--- config.mk ---
export PLATFORM = sky130hd
export DESIGN_NAME = spdc_core
export DESIGN_NICKNAME = d
export VERILOG_FILES = /design/src/rtl/spdc_pkg.sv /design/src/rtl/spdc_mon_if.sv /design/src/rtl/spdc_core.sv /design/src/rtl/spdc_bus_mon.sv
export SDC_FILE = /design/constraint.sdc
export NUM_CORES = 1
export LEC_CHECK = 0
export BUFFER_PORTS_ARGS = -buffer_cell sky130_fd_sc_hd__buf_2
export CORE_MARGIN = 1
export CORE_UTILIZATION = 49
export DETAILED_ROUTE_END_ITERATION = 8
export PLACE_DENSITY_LB_ADDON = 0.1
export REMOVE_ABC_BUFFERS = 1
export SLEW_MARGIN = 40
export SYNTH_ARGS = -nofsm -noshare
export SYNTH_HDL_FRONTEND = slang
export SYNTH_SLANG_ARGS = --single-unit
export TNS_END_PERCENT = 5
--- constraint.sdc ---
create_clock -name clock -period 2.3 [get_ports clock]
set_clock_uncertainty 0.1 [all_clocks]
set_input_delay 0.23 -clock clock [delete_from_list [all_inputs] [get_ports clock]]
set_output_delay 0.23 -clock clock [all_outputs]
set_load 0.005 [all_outputs]
--- src/rtl/spdc_pkg.sv ---
// Constants and types shared by the bus phase and DMA control block
package spdc_pkg;
   // ----------------------------------------------------------------
   // Timing
   // ----------------------------------------------------------------
   localparam int CLK_PERIOD_NS = 10;
   localparam int BUSY_SETTLE_NS = 400;
   localparam int BUSY_SETTLE_CYC = (BUSY_SETTLE_NS + CLK_PERIOD_NS - 1) / CLK_PERIOD_NS;
   // ----------------------------------------------------------------
   // Register offsets
   // ----------------------------------------------------------------
   localparam logic [2:0] OFS_DATA = 3'h0;
   localparam logic [2:0] OFS_INIT_CMD = 3'h1;
   localparam logic [2:0] OFS_MODE = 3'h2;
   localparam logic [2:0] OFS_PHASE_CTL = 3'h3;
   localparam logic [2:0] OFS_LIVE_VIEW = 3'h4;
   localparam logic [2:0] OFS_ID_MASK = 3'h4;
   localparam logic [2:0] OFS_STATUS = 3'h5;
   localparam logic [2:0] OFS_SEND_START = 3'h5;
   localparam logic [2:0] OFS_TGT_RECV = 3'h6;
   localparam logic [2:0] OFS_ERR_CLR = 3'h7;
   localparam logic [2:0] OFS_INIT_RECV = 3'h7;
   // ----------------------------------------------------------------
   // Field positions
   // ----------------------------------------------------------------
   localparam int MODE_BLOCK = 7;
   localparam int MODE_TARGET = 6;
   localparam int MODE_PAR_CHK = 5;
   localparam int MODE_PAR_INT = 4;
   localparam int MODE_EOP_INT = 3;
   localparam int MODE_BSY_MON = 2;
   localparam int MODE_DMA_EN = 1;
   localparam int MODE_ARB = 0;
   localparam int ICR_ACK = 4;
   localparam int ICR_BSY = 3;
   localparam int ICR_SEL = 2;
   localparam int ICR_ATN = 1;
   localparam int ICR_DBUS = 0;
   localparam int PC_REQ = 3;
   // ----------------------------------------------------------------
   // Reset values and pin vector width
   // ----------------------------------------------------------------
   localparam logic [7:0] MODE_RST = 8'h00;
   localparam logic [4:0] ICR_RST = 5'h00;
   localparam logic [3:0] PC_RST = 4'h0;
   localparam logic [7:0] ID_RST = 8'h00;
   localparam logic [7:0] ODATA_RST = 8'h00;
   localparam int PIN_W = 34;
   typedef enum logic [1:0] {
      SPDC_IDLE = 2'b00,
      SPDC_SEND = 2'b01,
      SPDC_RECV = 2'b10,
      SPDC_HALT = 2'b11
   } spdc_dma_e;
endpackage : spdc_pkg

--- src/rtl/spdc_mon_if.sv ---
// Synchronised pin view passed from the monitor to the control core
`timescale 1ns/100ps
`default_nettype none
interface spdc_mon_if;
   logic cpu_cs, cpu_rd, cpu_wr;
   logic [2:0] cpu_addr;
   logic [7:0] cpu_wdata;
   logic transfer_ack_pin, eop;
   logic b_rst, b_bsy, b_req, b_ack, b_atn, b_msg, b_cd, b_io, b_sel, b_par;
   logic [7:0] b_db;
   logic par_ok, bsy_lost;
   modport mon (output cpu_cs, cpu_rd, cpu_wr, cpu_addr, cpu_wdata, transfer_ack_pin, eop,
      b_rst, b_bsy, b_req, b_ack, b_atn, b_msg, b_cd, b_io, b_sel, b_par, b_db,
      par_ok, bsy_lost);
   modport core (input cpu_cs, cpu_rd, cpu_wr, cpu_addr, cpu_wdata, transfer_ack_pin, eop,
      b_rst, b_bsy, b_req, b_ack, b_atn, b_msg, b_cd, b_io, b_sel, b_par, b_db,
      par_ok, bsy_lost);
endinterface : spdc_mon_if
`default_nettype wire

--- src/rtl/spdc_core.sv ---
// Bus phase control, bus monitoring, selection match and DMA status
`timescale 1ns/100ps
`default_nettype none
module spdc_core
(
   // Clock and reset
   input wire logic clock,
   input wire logic arst_n,
   // Host register port
   input wire logic cs_n,
   input wire logic read_strobe_n,
   input wire logic write_strobe_n,
   input wire logic [2:0] addr,
   input wire logic [7:0] cpu_d_in,
   output logic [7:0] cpu_d_out,
   output logic cpu_d_oe,
   output logic irq,
   // DMA handshake
   output logic transfer_request_pin,
   input wire logic transfer_ack_pin_n,
   input wire logic end_of_process_pin_n,
   // Bus inputs, active low
   input wire logic bus_rst_n_in,
   input wire logic bus_bsy_n_in,
   input wire logic bus_req_n_in,
   input wire logic bus_ack_n_in,
   input wire logic bus_atn_n_in,
   input wire logic bus_msg_n_in,
   input wire logic bus_cd_n_in,
   input wire logic bus_io_n_in,
   input wire logic bus_sel_n_in,
   input wire logic bus_parity_bit_n_in,
   input wire logic [7:0] bus_db_n_in,
   // Bus open-drain outputs
   output logic [7:0] bus_ctl_n_out,
   output logic bus_bsy_oe,
   output logic bus_sel_oe,
   output logic bus_req_oe,
   output logic bus_ack_oe,
   output logic bus_atn_oe,
   output logic bus_msg_oe,
   output logic bus_cd_oe,
   output logic bus_io_oe,
   output logic [7:0] bus_db_n_out,
   output logic [7:0] bus_db_oe,
   output logic bus_parity_bit_n_out,
   output logic bus_parity_bit_oe
);
   spdc_mon_if mon ();
   logic wr_d_r, rd_d_r, req_d_r, selm_d_r, xrd_d_r;
   logic [7:0] mode_r, id_mask_r, odata_r, rd_data_r;
   logic [4:0] icr_r;
   logic [3:0] pc_r;
   logic last_pend_r, last_hs_r, last_sent_r;
   logic end_dma_r, drq_r, perr_r, berr_r, irq_r, block_r, dir_send_r;
   spdc_pkg::spdc_dma_e state_r, state_nxt;
   // ----------------------------------------------------------------
   // Pin monitor
   // ----------------------------------------------------------------
   spdc_bus_mon u_mon (
      .clock (clock),
      .arst_n (arst_n),
      .raw_n ({cs_n, read_strobe_n, write_strobe_n, ~addr, ~cpu_d_in,
         transfer_ack_pin_n, end_of_process_pin_n, bus_rst_n_in, bus_bsy_n_in,
         bus_req_n_in, bus_ack_n_in, bus_atn_n_in, bus_msg_n_in, bus_cd_n_in,
         bus_io_n_in, bus_sel_n_in, bus_parity_bit_n_in, bus_db_n_in}),
      .mon (mon)
   );
   // ----------------------------------------------------------------
   // Register access decode
   // ----------------------------------------------------------------
   wire wr_act = mon.cpu_cs & mon.cpu_wr;
   wire rd_act = mon.cpu_cs & mon.cpu_rd;
   wire wr_ev = wr_act & ~wr_d_r;
   wire rd_ev = rd_act & ~rd_d_r;
   wire [2:0] a = mon.cpu_addr;
   wire wr_data = wr_ev & (a == spdc_pkg::OFS_DATA);
   wire wr_icr = wr_ev & (a == spdc_pkg::OFS_INIT_CMD);
   wire wr_mode = wr_ev & (a == spdc_pkg::OFS_MODE);
   wire wr_pc = wr_ev & (a == spdc_pkg::OFS_PHASE_CTL);
   wire wr_id = wr_ev & (a == spdc_pkg::OFS_ID_MASK);
   wire wr_send = wr_ev & (a == spdc_pkg::OFS_SEND_START);
   wire wr_trecv = wr_ev & (a == spdc_pkg::OFS_TGT_RECV);
   wire wr_irecv = wr_ev & (a == spdc_pkg::OFS_INIT_RECV);
   wire clr7 = rd_ev & (a == spdc_pkg::OFS_ERR_CLR);
   // ----------------------------------------------------------------
   // Mode fields and live bus view
   // ----------------------------------------------------------------
   wire target = mode_r[spdc_pkg::MODE_TARGET];
   wire dma_en = mode_r[spdc_pkg::MODE_DMA_EN];
   wire par_chk = mode_r[spdc_pkg::MODE_PAR_CHK];
   wire arb = mode_r[spdc_pkg::MODE_ARB];
   wire [2:0] phase_live = {mon.b_msg, mon.b_cd, mon.b_io};
   wire phase_match = (pc_r[2:0] == phase_live);
   wire [7:0] live_view = {mon.b_rst, mon.b_bsy, mon.b_req, mon.b_msg, mon.b_cd,
      mon.b_io, mon.b_sel, mon.b_par};
   wire [7:0] status = {end_dma_r, drq_r, perr_r, irq_r, phase_match, berr_r,
      mon.b_atn, mon.b_ack};
   // ----------------------------------------------------------------
   // Events
   // ----------------------------------------------------------------
   wire running = (state_r == spdc_pkg::SPDC_SEND) | (state_r == spdc_pkg::SPDC_RECV);
   wire any_strobe = mon.cpu_rd | mon.cpu_wr;
   wire xfer_rd = mon.transfer_ack_pin & mon.cpu_rd;
   wire xfer_wr = mon.transfer_ack_pin & mon.cpu_wr;
   wire eop_valid = mon.transfer_ack_pin & mon.eop & any_strobe;
   wire sel_match = mon.b_sel & ~mon.b_bsy & (|(mon.b_db & id_mask_r));
   wire sel_ev = sel_match & ~selm_d_r;
   wire req_ev = mon.b_req & ~req_d_r;
   wire phm_ev = ~target & dma_en & req_ev & ~phase_match;
   wire recv_ev = xfer_rd & ~xrd_d_r & (state_r == spdc_pkg::SPDC_RECV);
   wire perr_set = par_chk & ~mon.par_ok & (sel_ev | recv_ev);
   wire berr_set = mode_r[spdc_pkg::MODE_BSY_MON] & mon.bsy_lost & ~berr_r;
   wire irq_set = sel_ev | phm_ev | berr_set
      | (mode_r[spdc_pkg::MODE_EOP_INT] & eop_valid)
      | (mode_r[spdc_pkg::MODE_PAR_INT] & perr_set);
   wire start_send = wr_send & dma_en;
   wire start_trecv = wr_trecv & dma_en & target;
   wire start_irecv = wr_irecv & dma_en & ~target;
   wire start_any = start_send | start_trecv | start_irecv;
   // ----------------------------------------------------------------
   // Next values
   // ----------------------------------------------------------------
   wire [7:0] mode_base = wr_mode ? mon.cpu_wdata : mode_r;
   wire [7:0] mode_nxt = {mode_base[7:2], mode_base[1] & ~berr_set, mode_base[0]};
   wire irq_nxt = irq_set | (irq_r & ~clr7);
   wire berr_nxt = berr_set | (berr_r & ~clr7);
   wire perr_nxt = perr_set | (perr_r & ~clr7);
   wire end_dma_nxt = dma_en & (end_dma_r | eop_valid);
   wire drq_ack = mon.transfer_ack_pin & (dir_send_r ? mon.cpu_wr : mon.cpu_rd);
   wire drq_raise = running & (block_r ? ~any_strobe : ~mon.transfer_ack_pin);
   wire drq_nxt = ~dma_en ? 1'b0 : drq_ack ? 1'b0 : (drq_raise | drq_r);
   wire last_clr = ~dma_en | start_any;
   wire last_pend_nxt = ~last_clr & (last_pend_r
      | (eop_valid & (state_r == spdc_pkg::SPDC_SEND)));
   wire last_hs_nxt = ~last_clr & (last_hs_r | (last_pend_r & mon.b_req & mon.b_ack));
   wire last_sent_nxt = ~last_clr & (last_sent_r
      | (last_hs_r & ~mon.b_req & ~mon.b_ack));
   wire [7:0] rd_mux =
      (a == spdc_pkg::OFS_DATA) ? mon.b_db :
      (a == spdc_pkg::OFS_INIT_CMD) ? {3'h0, icr_r} :
      (a == spdc_pkg::OFS_MODE) ? mode_r :
      (a == spdc_pkg::OFS_PHASE_CTL) ? {last_sent_r, 3'h0, pc_r} :
      (a == spdc_pkg::OFS_LIVE_VIEW) ? live_view :
      (a == spdc_pkg::OFS_STATUS) ? status : 8'h00;
   // ----------------------------------------------------------------
   // DMA sequencer
   // ----------------------------------------------------------------
   always_comb
   begin
      state_nxt = state_r;
      unique case (state_r)
         spdc_pkg::SPDC_IDLE,
         spdc_pkg::SPDC_HALT:
         begin
            if (start_send)
               state_nxt = spdc_pkg::SPDC_SEND;
            else if (start_trecv | start_irecv)
               state_nxt = spdc_pkg::SPDC_RECV;
         end
         spdc_pkg::SPDC_SEND,
         spdc_pkg::SPDC_RECV:
         begin
            if (eop_valid | phm_ev)
               state_nxt = spdc_pkg::SPDC_HALT;
         end
      endcase
      if (!dma_en)
         state_nxt = spdc_pkg::SPDC_IDLE;
   end
   // ----------------------------------------------------------------
   // Edge history and strobes
   // ----------------------------------------------------------------
   always_ff @(posedge clock or negedge arst_n)
   begin
      if (!arst_n)
      begin
         wr_d_r <= 1'b0;
         rd_d_r <= 1'b0;
         req_d_r <= 1'b0;
         selm_d_r <= 1'b0;
         xrd_d_r <= 1'b0;
      end
      else
      begin
         wr_d_r <= wr_act;
         rd_d_r <= rd_act;
         req_d_r <= mon.b_req;
         selm_d_r <= sel_match;
         xrd_d_r <= xfer_rd;
      end
   end
   // ----------------------------------------------------------------
   // Control registers
   // ----------------------------------------------------------------
   always_ff @(posedge clock or negedge arst_n)
   begin
      if (!arst_n)
      begin
         mode_r <= spdc_pkg::MODE_RST;
         icr_r <= spdc_pkg::ICR_RST;
         pc_r <= spdc_pkg::PC_RST;
         id_mask_r <= spdc_pkg::ID_RST;
         odata_r <= spdc_pkg::ODATA_RST;
      end
      else
      begin
         mode_r <= mode_nxt;
         if (wr_icr)
            icr_r <= mon.cpu_wdata[4:0];
         if (wr_pc)
            pc_r <= mon.cpu_wdata[3:0];
         if (wr_id)
            id_mask_r <= mon.cpu_wdata;
         if (wr_data)
            odata_r <= mon.cpu_wdata;
      end
   end
   // ----------------------------------------------------------------
   // Status and DMA state
   // ----------------------------------------------------------------
   always_ff @(posedge clock or negedge arst_n)
   begin
      if (!arst_n)
      begin
         state_r <= spdc_pkg::SPDC_IDLE;
         block_r <= 1'b0;
         dir_send_r <= 1'b0;
         irq_r <= 1'b0;
         berr_r <= 1'b0;
         perr_r <= 1'b0;
         end_dma_r <= 1'b0;
         drq_r <= 1'b0;
         last_pend_r <= 1'b0;
         last_hs_r <= 1'b0;
         last_sent_r <= 1'b0;
         rd_data_r <= 8'h00;
      end
      else
      begin
         state_r <= state_nxt;
         if (start_any)
         begin
            block_r <= mode_r[spdc_pkg::MODE_BLOCK];
            dir_send_r <= start_send;
         end
         irq_r <= irq_nxt;
         berr_r <= berr_nxt;
         perr_r <= perr_nxt;
         end_dma_r <= end_dma_nxt;
         drq_r <= drq_nxt;
         last_pend_r <= last_pend_nxt;
         last_hs_r <= last_hs_nxt;
         last_sent_r <= last_sent_nxt;
         rd_data_r <= rd_mux;
      end
   end
   // ----------------------------------------------------------------
   // Outputs
   // ----------------------------------------------------------------
   wire out_on = ~berr_r;
   wire db_drive = out_on & ~arb & icr_r[spdc_pkg::ICR_DBUS]
      & (target | (phase_match & ~mon.b_io));
   assign cpu_d_out = rd_data_r;
   assign cpu_d_oe = rd_act;
   assign irq = irq_r;
   assign transfer_request_pin = drq_r;
   assign bus_ctl_n_out = 8'h00;
   assign bus_bsy_oe = out_on & icr_r[spdc_pkg::ICR_BSY];
   assign bus_sel_oe = out_on & icr_r[spdc_pkg::ICR_SEL];
   assign bus_req_oe = out_on & target & pc_r[spdc_pkg::PC_REQ];
   assign bus_msg_oe = out_on & target & pc_r[2];
   assign bus_cd_oe = out_on & target & pc_r[1];
   assign bus_io_oe = out_on & target & pc_r[0];
   assign bus_ack_oe = out_on & ~target & icr_r[spdc_pkg::ICR_ACK];
   assign bus_atn_oe = out_on & ~target & icr_r[spdc_pkg::ICR_ATN];
   assign bus_db_n_out = 8'h00;
   assign bus_db_oe = {8{db_drive}} & odata_r;
   assign bus_parity_bit_n_out = 1'b0;
   assign bus_parity_bit_oe = db_drive & ~(^odata_r);
endmodule : spdc_core
`default_nettype wire

--- src/rtl/spdc_bus_mon.sv ---
// Pin synchroniser, parity checker and busy-loss timer
`timescale 1ns/100ps
`default_nettype none
module spdc_bus_mon
#(
   parameter int SETTLE_CYC = spdc_pkg::BUSY_SETTLE_CYC
)
(
   // Clock and reset
   input wire logic clock,
   input wire logic arst_n,
   // Raw active-low pins
   input wire logic [spdc_pkg::PIN_W-1:0] raw_n,
   // Synchronised view
   spdc_mon_if.mon mon
);
   localparam int CW = $clog2(SETTLE_CYC + 1);
   localparam logic [CW-1:0] LIMIT = CW'(SETTLE_CYC);
   logic [spdc_pkg::PIN_W-1:0] meta_r, sync_r;
   logic [CW-1:0] idle_cnt_r;
   // ----------------------------------------------------------------
   // Two-stage synchroniser
   // ----------------------------------------------------------------
   always_ff @(posedge clock or negedge arst_n)
   begin
      if (!arst_n)
      begin
         meta_r <= '1;
         sync_r <= '1;
      end
      else
      begin
         meta_r <= raw_n;
         sync_r <= meta_r;
      end
   end
   wire [spdc_pkg::PIN_W-1:0] act = ~sync_r;
   assign mon.cpu_cs = act[33];
   assign mon.cpu_rd = act[32];
   assign mon.cpu_wr = act[31];
   // Address and data enter inverted so that reset reads as zero
   assign mon.cpu_addr = act[30:28];
   assign mon.cpu_wdata = act[27:20];
   assign mon.transfer_ack_pin = act[19];
   assign mon.eop = act[18];
   assign mon.b_rst = act[17];
   assign mon.b_bsy = act[16];
   assign mon.b_req = act[15];
   assign mon.b_ack = act[14];
   assign mon.b_atn = act[13];
   assign mon.b_msg = act[12];
   assign mon.b_cd = act[11];
   assign mon.b_io = act[10];
   assign mon.b_sel = act[9];
   assign mon.b_par = act[8];
   assign mon.b_db = act[7:0];
   // Odd parity over data plus parity bit
   assign mon.par_ok = ^act[8:0];
   // ----------------------------------------------------------------
   // Busy-loss timer
   // ----------------------------------------------------------------
   always_ff @(posedge clock or negedge arst_n)
   begin
      if (!arst_n)
         idle_cnt_r <= '0;
      else if (act[16])
         idle_cnt_r <= '0;
      else if (idle_cnt_r != LIMIT)
         idle_cnt_r <= idle_cnt_r + CW'(1);
   end
   assign mon.bsy_lost = (idle_cnt_r == LIMIT);
endmodule : spdc_bus_mon
`default_nettype wire

# --- Yosys cells after proc, flatten, opt, wreduce, memory -nomap -nowiden ---
# Cells that the tools add are included.
op_classes:
  bitwise: 113
  n_reduce_logical: 9
  muxes: 18
  n_eq_ne: 15
  n_addsub: 1
op_table:
  columns: ["op", "n"]
  rows:
  - ["$and 1x1->1", 66]
  - ["$mux 8", 6]
  - ["$not 34->34", 1]
  - ["$not 1->1", 21]
  - ["$or 1x1->1", 21]
  - ["$and 8x8->8", 2]
  - ["$eq 3x3->1 const B", 4]
  - ["$mux 6", 2]
  - ["$mux 2", 5]
  - ["$reduce_xor 9->1", 1]
  - ["$not 8->8", 1]
  - ["$reduce_or 8->1", 1]
  - ["$reduce_xor 8->1", 1]
  - ["$add 6x1->6 const B", 1]
  - ["$eq 3x2->1 const B", 2]
  - ["$eq 6x6->1 const B", 1]
  - ["$ne 6x6->1 const B", 1]
  - ["$eq 2x2->1 const B", 2]
  - ["$mux 1", 4]
  - ["$ne 4x4->1 const B", 1]
  - ["$pmux 2 s2", 1]
  - ["$reduce_or 2->1", 2]
  - ["$eq 3x1->1 const B", 1]
  - ["$eq 3x3->1", 1]
  - ["other kinds (7)", 7]
word_totals:
  word_cells: 182
  register_bits: 132
  input_bits: 36
  out_inout_bits: 45

# --- Depth between registers and ports, before layout ---
# Gate-level depths: netlist of run 1.
logic_depth:
  word_depth: 11
  depth_mapped: 6
  ltp_nobuf: 6

# --- By module ---
# A second synthesis of run 1 with hierarchy kept.
unflattened:
  hier_cells: 430
  hier_area_um2: 5550.3
modules_own_cells:
  columns: ["mod", "area_each_um2", "instances", "cells_each", "seq_area_each_um2"]
  rows:
  - ["spdc_core", 3220.6, 1, 286, 1451.4]
  - ["spdc_bus_mon", 2329.7, 1, 144, 1936.9]

# --- Worst setup path before layout of run 1 ---
# OpenSTA, ideal clock, no wires.
synth_path:
  kind: "register to output"
  startpoint: "register u_mon.sync_r[10] (netlist bit)"
  endpoint: "output bus_parity_bit_oe"
  t_arrival_ps: 1431
  n_path_buf: 0
  path_slack_ps: 539
  stages_incl_launch_ff: 6
  required_ps: 1970
  path_cell_list: "dfstp_2 -> xnor2_1 -> nor3_2 -> a21oi_2 -> nor4b_4 -> and2_1"
synth_between:
  elab_chain_len: 6
  elab_cells_between_ends: 7
  cone_classes: "eq/ne (1); bitwise (6)"
synth_lines:
  columns: ["element", "line_no", "rtl"]
  rows:
  - ["from (decl)", "spdc_bus_mon.sv:19", "logic [spdc_pkg::PIN_W-1:0] meta_r, sync_r;"]
  - ["from (signal assigned)", "spdc_bus_mon.sv:34", "sync_r <= meta_r;"]
  - ["$not 34->34 *", "spdc_bus_mon.sv:37", "wire [spdc_pkg::PIN_W-1:0] act = ~sync_r;"]
  - ["$eq 3x3->1 / $not 1->1 (equally long branches)", "spdc_core.sv:94, spdc_core.sv:263", null]
  - ["$and 1x1->1 *", "spdc_core.sv:263", "& (target | (phase_match & ~mon.b_io));"]
  - ["$or 1x1->1 *", "spdc_core.sv:263", null]
  - ["$and 1x1->1 *", "spdc_core.sv:263", null]
  - ["$and 1x1->1 *", "spdc_core.sv:280", "assign bus_parity_bit_oe = db_drive & ~(^odata_r);"]
  - ["to (decl)", "spdc_core.sv:47", "output logic bus_parity_bit_oe"]
# Mark *: on every way between the ends. The rest lies on a longest branch, timed or not.

# --- Worst setup path in the final report of run 1 ---
layout_path:
  startpoint: "register u_mon.sync_r[11] (netlist bit)"
  endpoint: "output bus_db_oe[5]"
layout_between:
  elab_chain_len: 6
layout_lines:
  columns: ["element", "line_no", "rtl"]
  rows:
  - ["$not 34->34", "spdc_bus_mon.sv:37", null]
  - ["$eq 3x3->1", "spdc_core.sv:94", "wire phase_match = (pc_r[2:0] == phase_live);"]
  - ["$and 1x1->1", "spdc_core.sv:263", null]
  - ["$or 1x1->1", "spdc_core.sv:263", null]
  - ["$and 1x1->1", "spdc_core.sv:263", null]
  - ["$and 8x8->8", "spdc_core.sv:278", "assign bus_db_oe = {8{db_drive}} & odata_r;"]
  - ["to (decl)", "spdc_core.sv:45", "output logic [7:0] bus_db_oe,"]
# No other way between the ends.

==> summary.txt, run 1 <==
Hold WC Path Type: in -> async
Fin. Hold Viols: 0
nets@finish: 593
Worst EP arrival: 2190 ps
DP Area: 5682 um2
TritonCTS clock tree: done
CTS buffer count: 17
startpoint types: flop
power per cell area: 920.3 nW/um2
Die H: 105.5 um
Synth-to-Final Area Change: 26.46%
I/O pins: 81
mean post-synth cell area: 12.07 um2
ANT nets after route: 0
final wirelength: 10.67 mm
Mapped Cells: 435
Starting Density: 50.62%
Max Root-Sink Buffers: 2
fillers: 829
largest net degree at the start of global routing: 80
Flop pwr share: 46.4%
final core occ: 64.01%
Remaining DRCs: 0
logic gate share of total power: 12.5%
Cell Area, Synth: 5249 um2
Post-Place Setup Slack: 254.6 ps
H-tree levels: 4
crit-path max FO: 5
sequential-to-total area share from yosys stat: 64.55%
std cell rows: 37
drt first pass iters: 4
GPL Wtd Cong: 0.8401
Pwr Total: 6109 uW
Die ar.: 11130 um2
cell-internal power: 4443 uW
Sw Ratio: 27.27%
layout cells sized above 1: 33.04%
core area: 10370 um2
Clk pwr share: 41.0%
GRT Total Usage: 21.30%
kind of critical path: reg -> out
FF-to-FF Start: u_mon.sync_r[10]$_DFF_PN1_
worst skew pair latency: 530 ps
Max Cap Viol: 0
Pleak: 0.003024 uW
DP HPWL: 7.113 mm
setup slack, reg-to-reg: 270 ps
unrepaired setup endpoints after global routing: true
Psw: 1666 uW
setup ws final: -224.3 ps
global-route wire length before repair: 17.58 mm
initial antenna violation count: 0
Worst Tran Pin Value: 689.3 ps
Top FF cell, synth: dfstp_2
CTS root buffer: clkbuf_8
Setup crit end kind: output port
Max VDD drop: 0.6387 mV
Max Slew Vio Count: 0
placed cell count: 629
Buffers on Ports: 63
post-synth cell types: 57
Synth warnings: 0
Tcrit/Tclk final: 109.8%
total number of vias: 3458
Reg clk slew, reported paths: 70 ps
worst r2r path cells: 8
GRT overflow: 0
Die Span X: 105.5 um
Starting DRT DRC Count: 157
reg2reg end: state_r[0]$_DFFE_PN0P_
vias in the first global route: 3449
minimum clock period: 2524 ps
Yosys reg bits: 132
Worst Path Required: 1970 ps
Setup Viol. Count Final: 9
DR vias/cell: 4.926
Fmax: 0.3961 GHz
status: finished, violations left
failing checks: setup timing
Slew HR: 53.77%
Antenna Cells: 0
asr flop ratio synth: 100.0%
Finished Cell Area: 6638 um2
Post-synth EDFFs: 0
wire length per cell: 15.19 um
clock sinks: 132
Layout Cells excl Fill: 702
kinds of logic after synthesis:
logic type                 share of synthesized area, %
AOI/OAI and AO/OA                                 9.678
and+or+nand+nor                                   12.75
muxes                                             2.408
buffers and inverters                             5.578
xor gates and xnor gates                          4.005
DFF                                               64.55
other                                           0.07145
adders and majority gates                        0.9536
area by class of cell:
cell class                      instances  area, um2  area share [%]
Inverter                               26      97.59           1.470
Clock buffer                           19      442.9           6.673
Multi-Input combinational cell        263       1630           24.56
Tap cell                              136      170.2           2.564
Timing Repair Buffer                  113      793.3           11.95
Sequential cell                       132       3388           51.05
Clock inverter                         13      115.1           1.734
cells in the final DEF (no fill, tap or decap), drive strengths merged, types with 4 or more instances in the layout:
| master | count |
|---|---|
| ha | 4 |
| nand3 | 6 |
| dfrtp | 64 |
| and2 | 16 |
| nor3 | 5 |
| inv | 33 |
| nand2 | 46 |
| mux2i | 7 |
| nor3b | 4 |
| clkbuf | 19 |
| buf | 77 |
| dlygate4sd3 | 36 |
| a21oi | 7 |
| dfstp | 68 |
| conb | 17 |
| o21ai | 44 |
| a22o | 4 |
| xnor2 | 22 |
| nor2 | 19 |
| nor2b | 15 |
how the worst max path moves through the flow:
stage | start | end | slack, ps
6_report | u_mon.sync_r[11]$_DFF_PN1_ | bus_db_oe[5] | -220
5_1_grt | u_mon.sync_r[10]$_DFF_PN1_ | bus_db_oe[5] | -340
4_1_cts | u_mon.sync_r[11]$_DFF_PN1_ | bus_db_oe[3] | -220
3_5_place_dp | u_mon.sync_r[10]$_DFF_PN1_ | bus_db_oe[3] | 250
3_3_place_gp | u_mon.sync_r[10]$_DFF_PN1_ | bus_parity_bit_oe | 340
2_1_floorplan | u_mon.sync_r[30]$_DFF_PN1_ | mode_r[1]$_DFF_PN0_ | 300
synth_stat cells, drive strengths merged (4+ instances only):
cell type  number  share of area, %
a22o            4              0.67
inv            26               1.9
nand3           6              0.57
ha              4              0.95
nor3b           4              0.57
nor2b          15               1.8
nand2          46               3.3
dfrtp          64                31
nor3            5              0.57
o21ai          44               4.2
and2           16               1.9
clkbuf          4              0.31
mux2i           7               1.3
buf            26               3.4
xnor2          22               3.7
dfstp          68                34
a21oi           7              0.74
nor2           19               1.4
power groups by stage:
stage / clock network [uW] / logic (uW) / registers, uW
final: 2510 / 766 / 2840
after global routing: 2660 / 869 / 2870
after CTS: 2570 / 763 / 2840
after detailed placement: 0 / 705 / 2870
after global placement: 0 / 686 / 2860
after floorplan: 0 / 475 / 2800
metal layers:
layer | track usage [%] | part of all wire [%]
met1 | 27.35 | 46
met2 | 33.79 | 48
met3 | 6.741 | 4.6
met4 | 8.433 | 1.8
met5 | 0 | 0
timing repair:
item                       CTS  global route
pin swaps                    2             3
hold buffers                36             0
setup buffers                2             2
gates cloned                 0             1
setup endpoints to repair    9             9
gates resized for setup      0             2
hold endpoints to repair   111             0
sequential cells by signal (all words and copies together) (netlist names), 2 cells and up:
name	cells
icr_r	5
cpu_d_out	8
u_mon.sync_r	34
u_mon.meta_r	34
pc_r	4
u_mon.idle_cnt_r	6
odata_r	8
id_mask_r	8
mode_r	8
state_r	2
per-stage QoR:
step	setup TNS [ps]	hold slack, ps
after floorplan	0	-165.6
after global placement	0	12.43
after detailed placement	0	13.06
after CTS	-1918	199.5
after global routing	-2913	212.0
final	-1876	212.8
worst max-delay path: stages, from the launching register on:
cell	delay, ps
dfstp_2	550
xnor2_1	70
nor3_2	270
a21oi_2	110
nor4b_4	250
buf_4	180
and2_4	130
buf_2	100
(Power assumes the default switching activity.)
==> inputs of run 2 (changes only) <==
--- a/config.mk
+++ b/config.mk
@@ -7,9 +7,9 @@
 export LEC_CHECK = 0
 export BUFFER_PORTS_ARGS = -buffer_cell sky130_fd_sc_hd__buf_2
 export CORE_MARGIN = 1
-export CORE_UTILIZATION = 49
+export CORE_UTILIZATION = 50
 export DETAILED_ROUTE_END_ITERATION = 8
-export PLACE_DENSITY_LB_ADDON = 0.1
+export PLACE_DENSITY_LB_ADDON = 0.25
 export REMOVE_ABC_BUFFERS = 1
 export SLEW_MARGIN = 40
 export SYNTH_ARGS = -nofsm -noshare
==> run 2 against run 1 <==
Highest routed layer unchanged. The flow still finishes with violations (setup timing). Largest cell class unchanged. Sequential share of layout area fell by 0.16 points. Critical path type unchanged. Critical path depth stayed put. Worst hold slack worse by 92 ps. Total power increased by 0.31%.
==> summary.txt, run 2 (synthesized netlist as in run 1, its figures left out) <==
Worst EP arrival: 2160 ps
kind of critical path: reg -> out
slowest stage delay, CP: 560 ps
vias in the first global route: 3655
worst skew pair latency: 510 ps
Max Root-Sink Buffers: 2
Remaining DRCs: 0
minimum clock period: 2486 ps
Max Slew Vio Count: 0
unrepaired setup endpoints after global routing: true
wire length per cell: 15.72 um
Max VDD drop: 0.4979 mV
sum of negative setup slack: -1516 ps
status: finished, violations left
Hold WC Path Type: in -> async
ANT nets after route: 0
Antenna Cells: 0
GRT overflow: 0
Starting Density: 51.30%
Die ar.: 10910 um2
most frequent cells in the layout: dfstp_2 (68), dfrtp_1 (64), buf_2 (61)
final wirelength: 11.03 mm
DP HPWL: 7.424 mm
Reg clk slew, reported paths: 60 ps
std cell rows: 37
TritonCTS clock tree: done
Synth-to-Final Area Change: 26.87%
failing checks: setup timing
CTS root buffer: clkbuf_8
largest registers: u_mon.meta_r x34, u_mon.sync_r x34
I/O pins: 81
power per cell area: 920.2 nW/um2
Worst Tran Pin Value: 645.2 ps
DR vias/cell: 5.061
Pleak: 0.003034 uW
Fmax: 0.4022 GHz
global-route wire length before repair: 18.05 mm
crit-path max FO: 5
Max Cap Viol: 0
initial antenna violation count: 0
Fin. Hold Viols: 0
startpoint types: flop
cell family with most CP delay: simple AND/OR/NAND/NOR gates
largest net degree at the start of global routing: 56
setup ws final: -186.3 ps
crit-path cells: xnor2_2 -> nor3_2 -> a21oi_2 -> nor4b_4 -> buf_4 -> and2_4 -> buf_6
fillers: 791
nets@finish: 593
CTS buffer count: 17
Setup Viol. Count Final: 9
Buffers on Ports: 63
Buf/Inv on CP: 2
Setup crit end kind: output port
Die H: 104.5 um
GRT Total Usage: 21.99%
core area: 10230 um2
commonest non-fill, non-tap cell in the layout: dfstp_2
Worst Path Required: 1970 ps
CP max stage cell: dfstp_2
total number of vias: 3553
Die Span X: 104.5 um
layout cells sized above 1: 33.75%
GPL Wtd Cong: 0.8832
Starting DRT DRC Count: 222
clock sinks: 132
Tcrit/Tclk final: 108.1%
Worst Hold Slack: 121.1 ps
Slew HR: 56.73%
H-tree levels: 4
drt first pass iters: 4
-- run 2: cell count changes in the layout (fill, tap and decap cells not counted), sizes merged --
cell,change
buf,+1
bufinv,+1
clkbuf,-2
clkinv,+1
dlygate4sd3,-1
-- run 2: final timing paths --
| path | slack (ps) | startpoint | to | depth (start not counted) |
|---|---|---|---|---|
| min in group clock | 250 | u_mon.meta_r[8]$_DFF_PN1_ | u_mon.sync_r[8]$_DFF_PN1_ | 0 |
| worst max-delay path | -190 | u_mon.sync_r[10]$_DFF_PN1_ | bus_db_oe[3] | 7 |
| max in group asynchronous | 1220 | arst_n | u_mon.sync_r[11]$_DFF_PN1_ | 3 |
| worst min-delay path | 120 | arst_n | transfer_request_pin$_DFF_PN0_ | 2 |
| worst min register to register | 250 | u_mon.meta_r[8]$_DFF_PN1_ | u_mon.sync_r[8]$_DFF_PN1_ | 0 |
| worst max register to register | 290 | u_mon.sync_r[30]$_DFF_PN1_ | mode_r[1]$_DFF_PN0_ | 4 |
-- run 2: timing repair --
| action | 4_1_cts | 5_1_grt |
|---|---|---|
| gates resized for setup | 0 | 6 |
| setup endpoints to repair | 9 | 9 |
| setup buffers | 2 | 1 |
| cloned | 0 | 1 |
| hold endpoints to repair | 68 | 0 |
| hold buffers | 35 | 0 |
| pin swaps | 2 | 7 |
-- run 2: area by class of cell --
cell class | instances | area, um2 | area share (%)
timing repair buffer | 113 | 803.3 | 12.06
sequential | 132 | 3388 | 50.88
multi-input combinational | 263 | 1640 | 24.63
clock inverter | 15 | 145.1 | 2.180
clock buffer | 17 | 414.1 | 6.219
inverter | 26 | 97.59 | 1.466
tap | 136 | 170.2 | 2.555
-- run 2: routing by layer --
metal,vias up,track usage [%],share of wire (%)
li1,1665,-,-
met2,139,35.90,50
met4,0,10.00,2.1
met5,-,0,0
met1,1734,27.98,43
met3,15,5.013,5.0
-- run 2: per-stage QoR --
step	power, uW	instances	utilization (%)	setup WS [ps]	instance area (um2)
after global placement	3551	631	55.68	349.7	5697
after floorplan	3273	421	-	299.0	5114
after CTS	6180	700	64.72	-229.1	6621
after detailed placement	3583	631	55.68	246.5	5697
after global routing	6411	702	65.09	-286.6	6659
final	6128	702	65.09	-186.3	6659
-- run 2: report_power, final --
| part | total [uW] | internal, uW | switching [uW] |
|---|---|---|---|
| registers | 2840 | 2620 | 226 |
| clock network | 2510 | 1460 | 1050 |
| logic | 778 | 406 | 372 |
| total | 6130 | 4480 | 1650 |
==> inputs of run 3 (changes only) <==
--- a/config.mk
+++ b/config.mk
@@ -11,6 +11,7 @@
 export DETAILED_ROUTE_END_ITERATION = 8
 export PLACE_DENSITY_LB_ADDON = 0.25
 export REMOVE_ABC_BUFFERS = 1
+export SETUP_SLACK_MARGIN = 0.3
 export SLEW_MARGIN = 40
 export SYNTH_ARGS = -nofsm -noshare
 export SYNTH_HDL_FRONTEND = slang
==> constraint.sdc (replaced) <==
create_clock -name clock -period 2.4 [get_ports clock]
set_clock_uncertainty 0.1 [all_clocks]
set_input_delay 0.24 -clock clock [delete_from_list [all_inputs] [get_ports clock]]
set_output_delay 0.24 -clock clock [all_outputs]
set_load 0.005 [all_outputs]
==> run 3 against run 2 <==
The run still ends with setup timing left. Worst hold slack improved by 8.8 ps. Largest power group unchanged. Sequential power fell by 4%. Largest cell class unchanged. Global-route usage down 0.29 points. Clock power down 6%. Critical path depth unchanged. Final area is 0.54% lower. Register-to-register slack about the same. Total power fell by 4.8%. Cell count is 0.14% lower. First-iteration DRC count is 14% lower.
==> summary.txt, run 3 (synthesized netlist as in run 1, its figures left out) <==
status: finished, violations left
failing checks: setup timing
Die ar.: 10910 um2
placed cell count: 627
Max Cap Viol: 0
largest registers: u_mon.meta_r x34, u_mon.sync_r x34
Fmax: 0.3960 GHz
GPL Wtd Cong: 0.8749
largest net degree at the start of global routing: 56
Antenna Cells: 0
Hold WC Path Type: in -> async
global-route wire length before repair: 17.94 mm
Max Slew Vio Count: 0
final wirelength: 10.76 mm
startpoint types: flop
unrepaired setup endpoints after global routing: true
Die Span X: 104.5 um
met3 GRT Util: 5.702%
Buffers on Ports: 63
Reg clk slew, reported paths: 60 ps
ANT nets after route: 0
Max Root-Sink Buffers: 2
layout cells sized above 1: 33.27%
Synth-to-Final Area Change: 26.17%
met2 Resource Use GR: 35.00%
I/O pins: 81
Remaining DRCs: 0
most frequent cells in the layout: dfstp_2 (67), dfrtp_1 (64), buf_2 (63)
Pleak: 0.003026 uW
CTS root buffer: clkbuf_8
H-tree levels: 4
worst r2r path cells: 7
Max VDD drop: 0.6137 mV
Layout Cells excl Fill: 701
Tcrit/Tclk final: 105.2%
nets@finish: 592
DR vias/cell: 5.013
GRT overflow: 0
commonest non-fill, non-tap cell in the layout: dfstp_2
Setup crit end kind: output port
clock sinks: 132
power per cell area: 880.4 nW/um2
crit-path max FO: 5
GRT Total Usage: 21.70%
vias in the first global route: 3658
Worst EP arrival: 2190 ps
Slew HR: 48.14%
Setup Viol. Count Final: 9
TritonCTS clock tree: done
slowest stage delay, CP: 550 ps
drt first pass iters: 5
DP HPWL: 7.132 mm
CP max stage cell: dfstp_2
crit-path cells: xnor2_1 -> nor3_2 -> a21oi_2 -> nor4b_4 -> buf_4 -> and2_1 -> buf_2
wire length per cell: 15.35 um
core area: 10230 um2
kind of critical path: reg -> out
std cell rows: 37
worst skew pair latency: 510 ps
Die H: 104.5 um
GRT met1 Usage: 27.67%
Starting Density: 51.30%
Worst Path Required: 2060 ps
CTS buffer count: 17
initial antenna violation count: 0
minimum clock period: 2525 ps
Fin. Hold Viols: 0
setup ws final: -125.1 ps
total number of vias: 3514
Top Usage Layer GRT: met2
Starting DRT DRC Count: 190
Worst Tran Pin Value: 773.2 ps
final core occ: 64.73%
## run 3: changes by cell type in the layout (fill, tap and decap cells not counted), moves of 2 or more
cell,delta
and2_1,+2
and2_4,-2
buf_2,+2
buf_6,-2
clkinvlp_4,-2
inv_4,+2
inv_8,+3
## run 3: critical path: cells and delay by family (launching register included)
kind            cells  cell delay [ps]
xor+xnor            1               80
flops               1              550
buf+inv             2              290
compound gates      1              100
simple gates        3              640
## run 3: area by class of cell
type	instances	area, um2
inverters	26	97.59
repair buffers	112	783.3
well taps	136	170.2
flip-flops and latches	132	3392
fillers	795	3608
clock inverters	15	132.6
clock buffers	17	414.1
multi-input cells	263	1633
## run 3: per-stage QoR
step | total power (uW) | TNS [ps] | hold WS, ps | instance area [um2] | setup slack [ps]
floorplan | 3136 | 0 | -155.6 | 5114 | 399.0
global placement | 3393 | 0 | 114.6 | 5667 | 375.7
detailed placement | 3424 | 0 | 126.1 | 5667 | 289.4
CTS | 5864 | -1068 | 134.4 | 6579 | -142.0
global route | 6109 | -1700 | 162.7 | 6623 | -198.6
finish | 5831 | -937.4 | 129.9 | 6623 | -125.1
## run 3: report_power, final
| part | total, uW | switching, uW | internal, uW |
|---|---|---|---|
| registers | 2720 | 210 | 2510 |
| clock network | 2370 | 1060 | 1320 |
| logic | 742 | 356 | 386 |
## run 3: repair_timing
item / CTS / global route
resized for setup: 0 / 3
hold buffers: 35 / 0
cloned: 0 / 1
hold endpoints to repair: 66 / 0
pin swaps: 2 / 3
setup endpoints to repair: 9 / 16
buffers inserted: 2 / 4
## run 3: path summary, 6_finish.rpt
path / startpoint / end / slack (ps)
min in group clock: u_mon.meta_r[7]$_DFF_PN1_ / u_mon.sync_r[7]$_DFF_PN1_ / 250
max in group asynchronous: arst_n / u_mon.sync_r[6]$_DFF_PN1_ / 1350
max reg2reg: u_mon.sync_r[11]$_DFF_PN1_ / state_r[0]$_DFFE_PN0P_ / 300
min reg2reg: u_mon.meta_r[7]$_DFF_PN1_ / u_mon.sync_r[7]$_DFF_PN1_ / 250
max: u_mon.sync_r[10]$_DFF_PN1_ / bus_db_oe[4] / -130
min: arst_n / xrd_d_r$_DFF_PN0_ / 130
## run 3: layer usage
| layer | up-vias | wire, um |
|---|---|---|
| li1 | 1664 | - |
| met1 | 1715 | 4680 |
| met2 | 117 | 5308 |
| met3 | 18 | 540 |
| met4 | 0 | 233 |
| met5 | - | 0 |
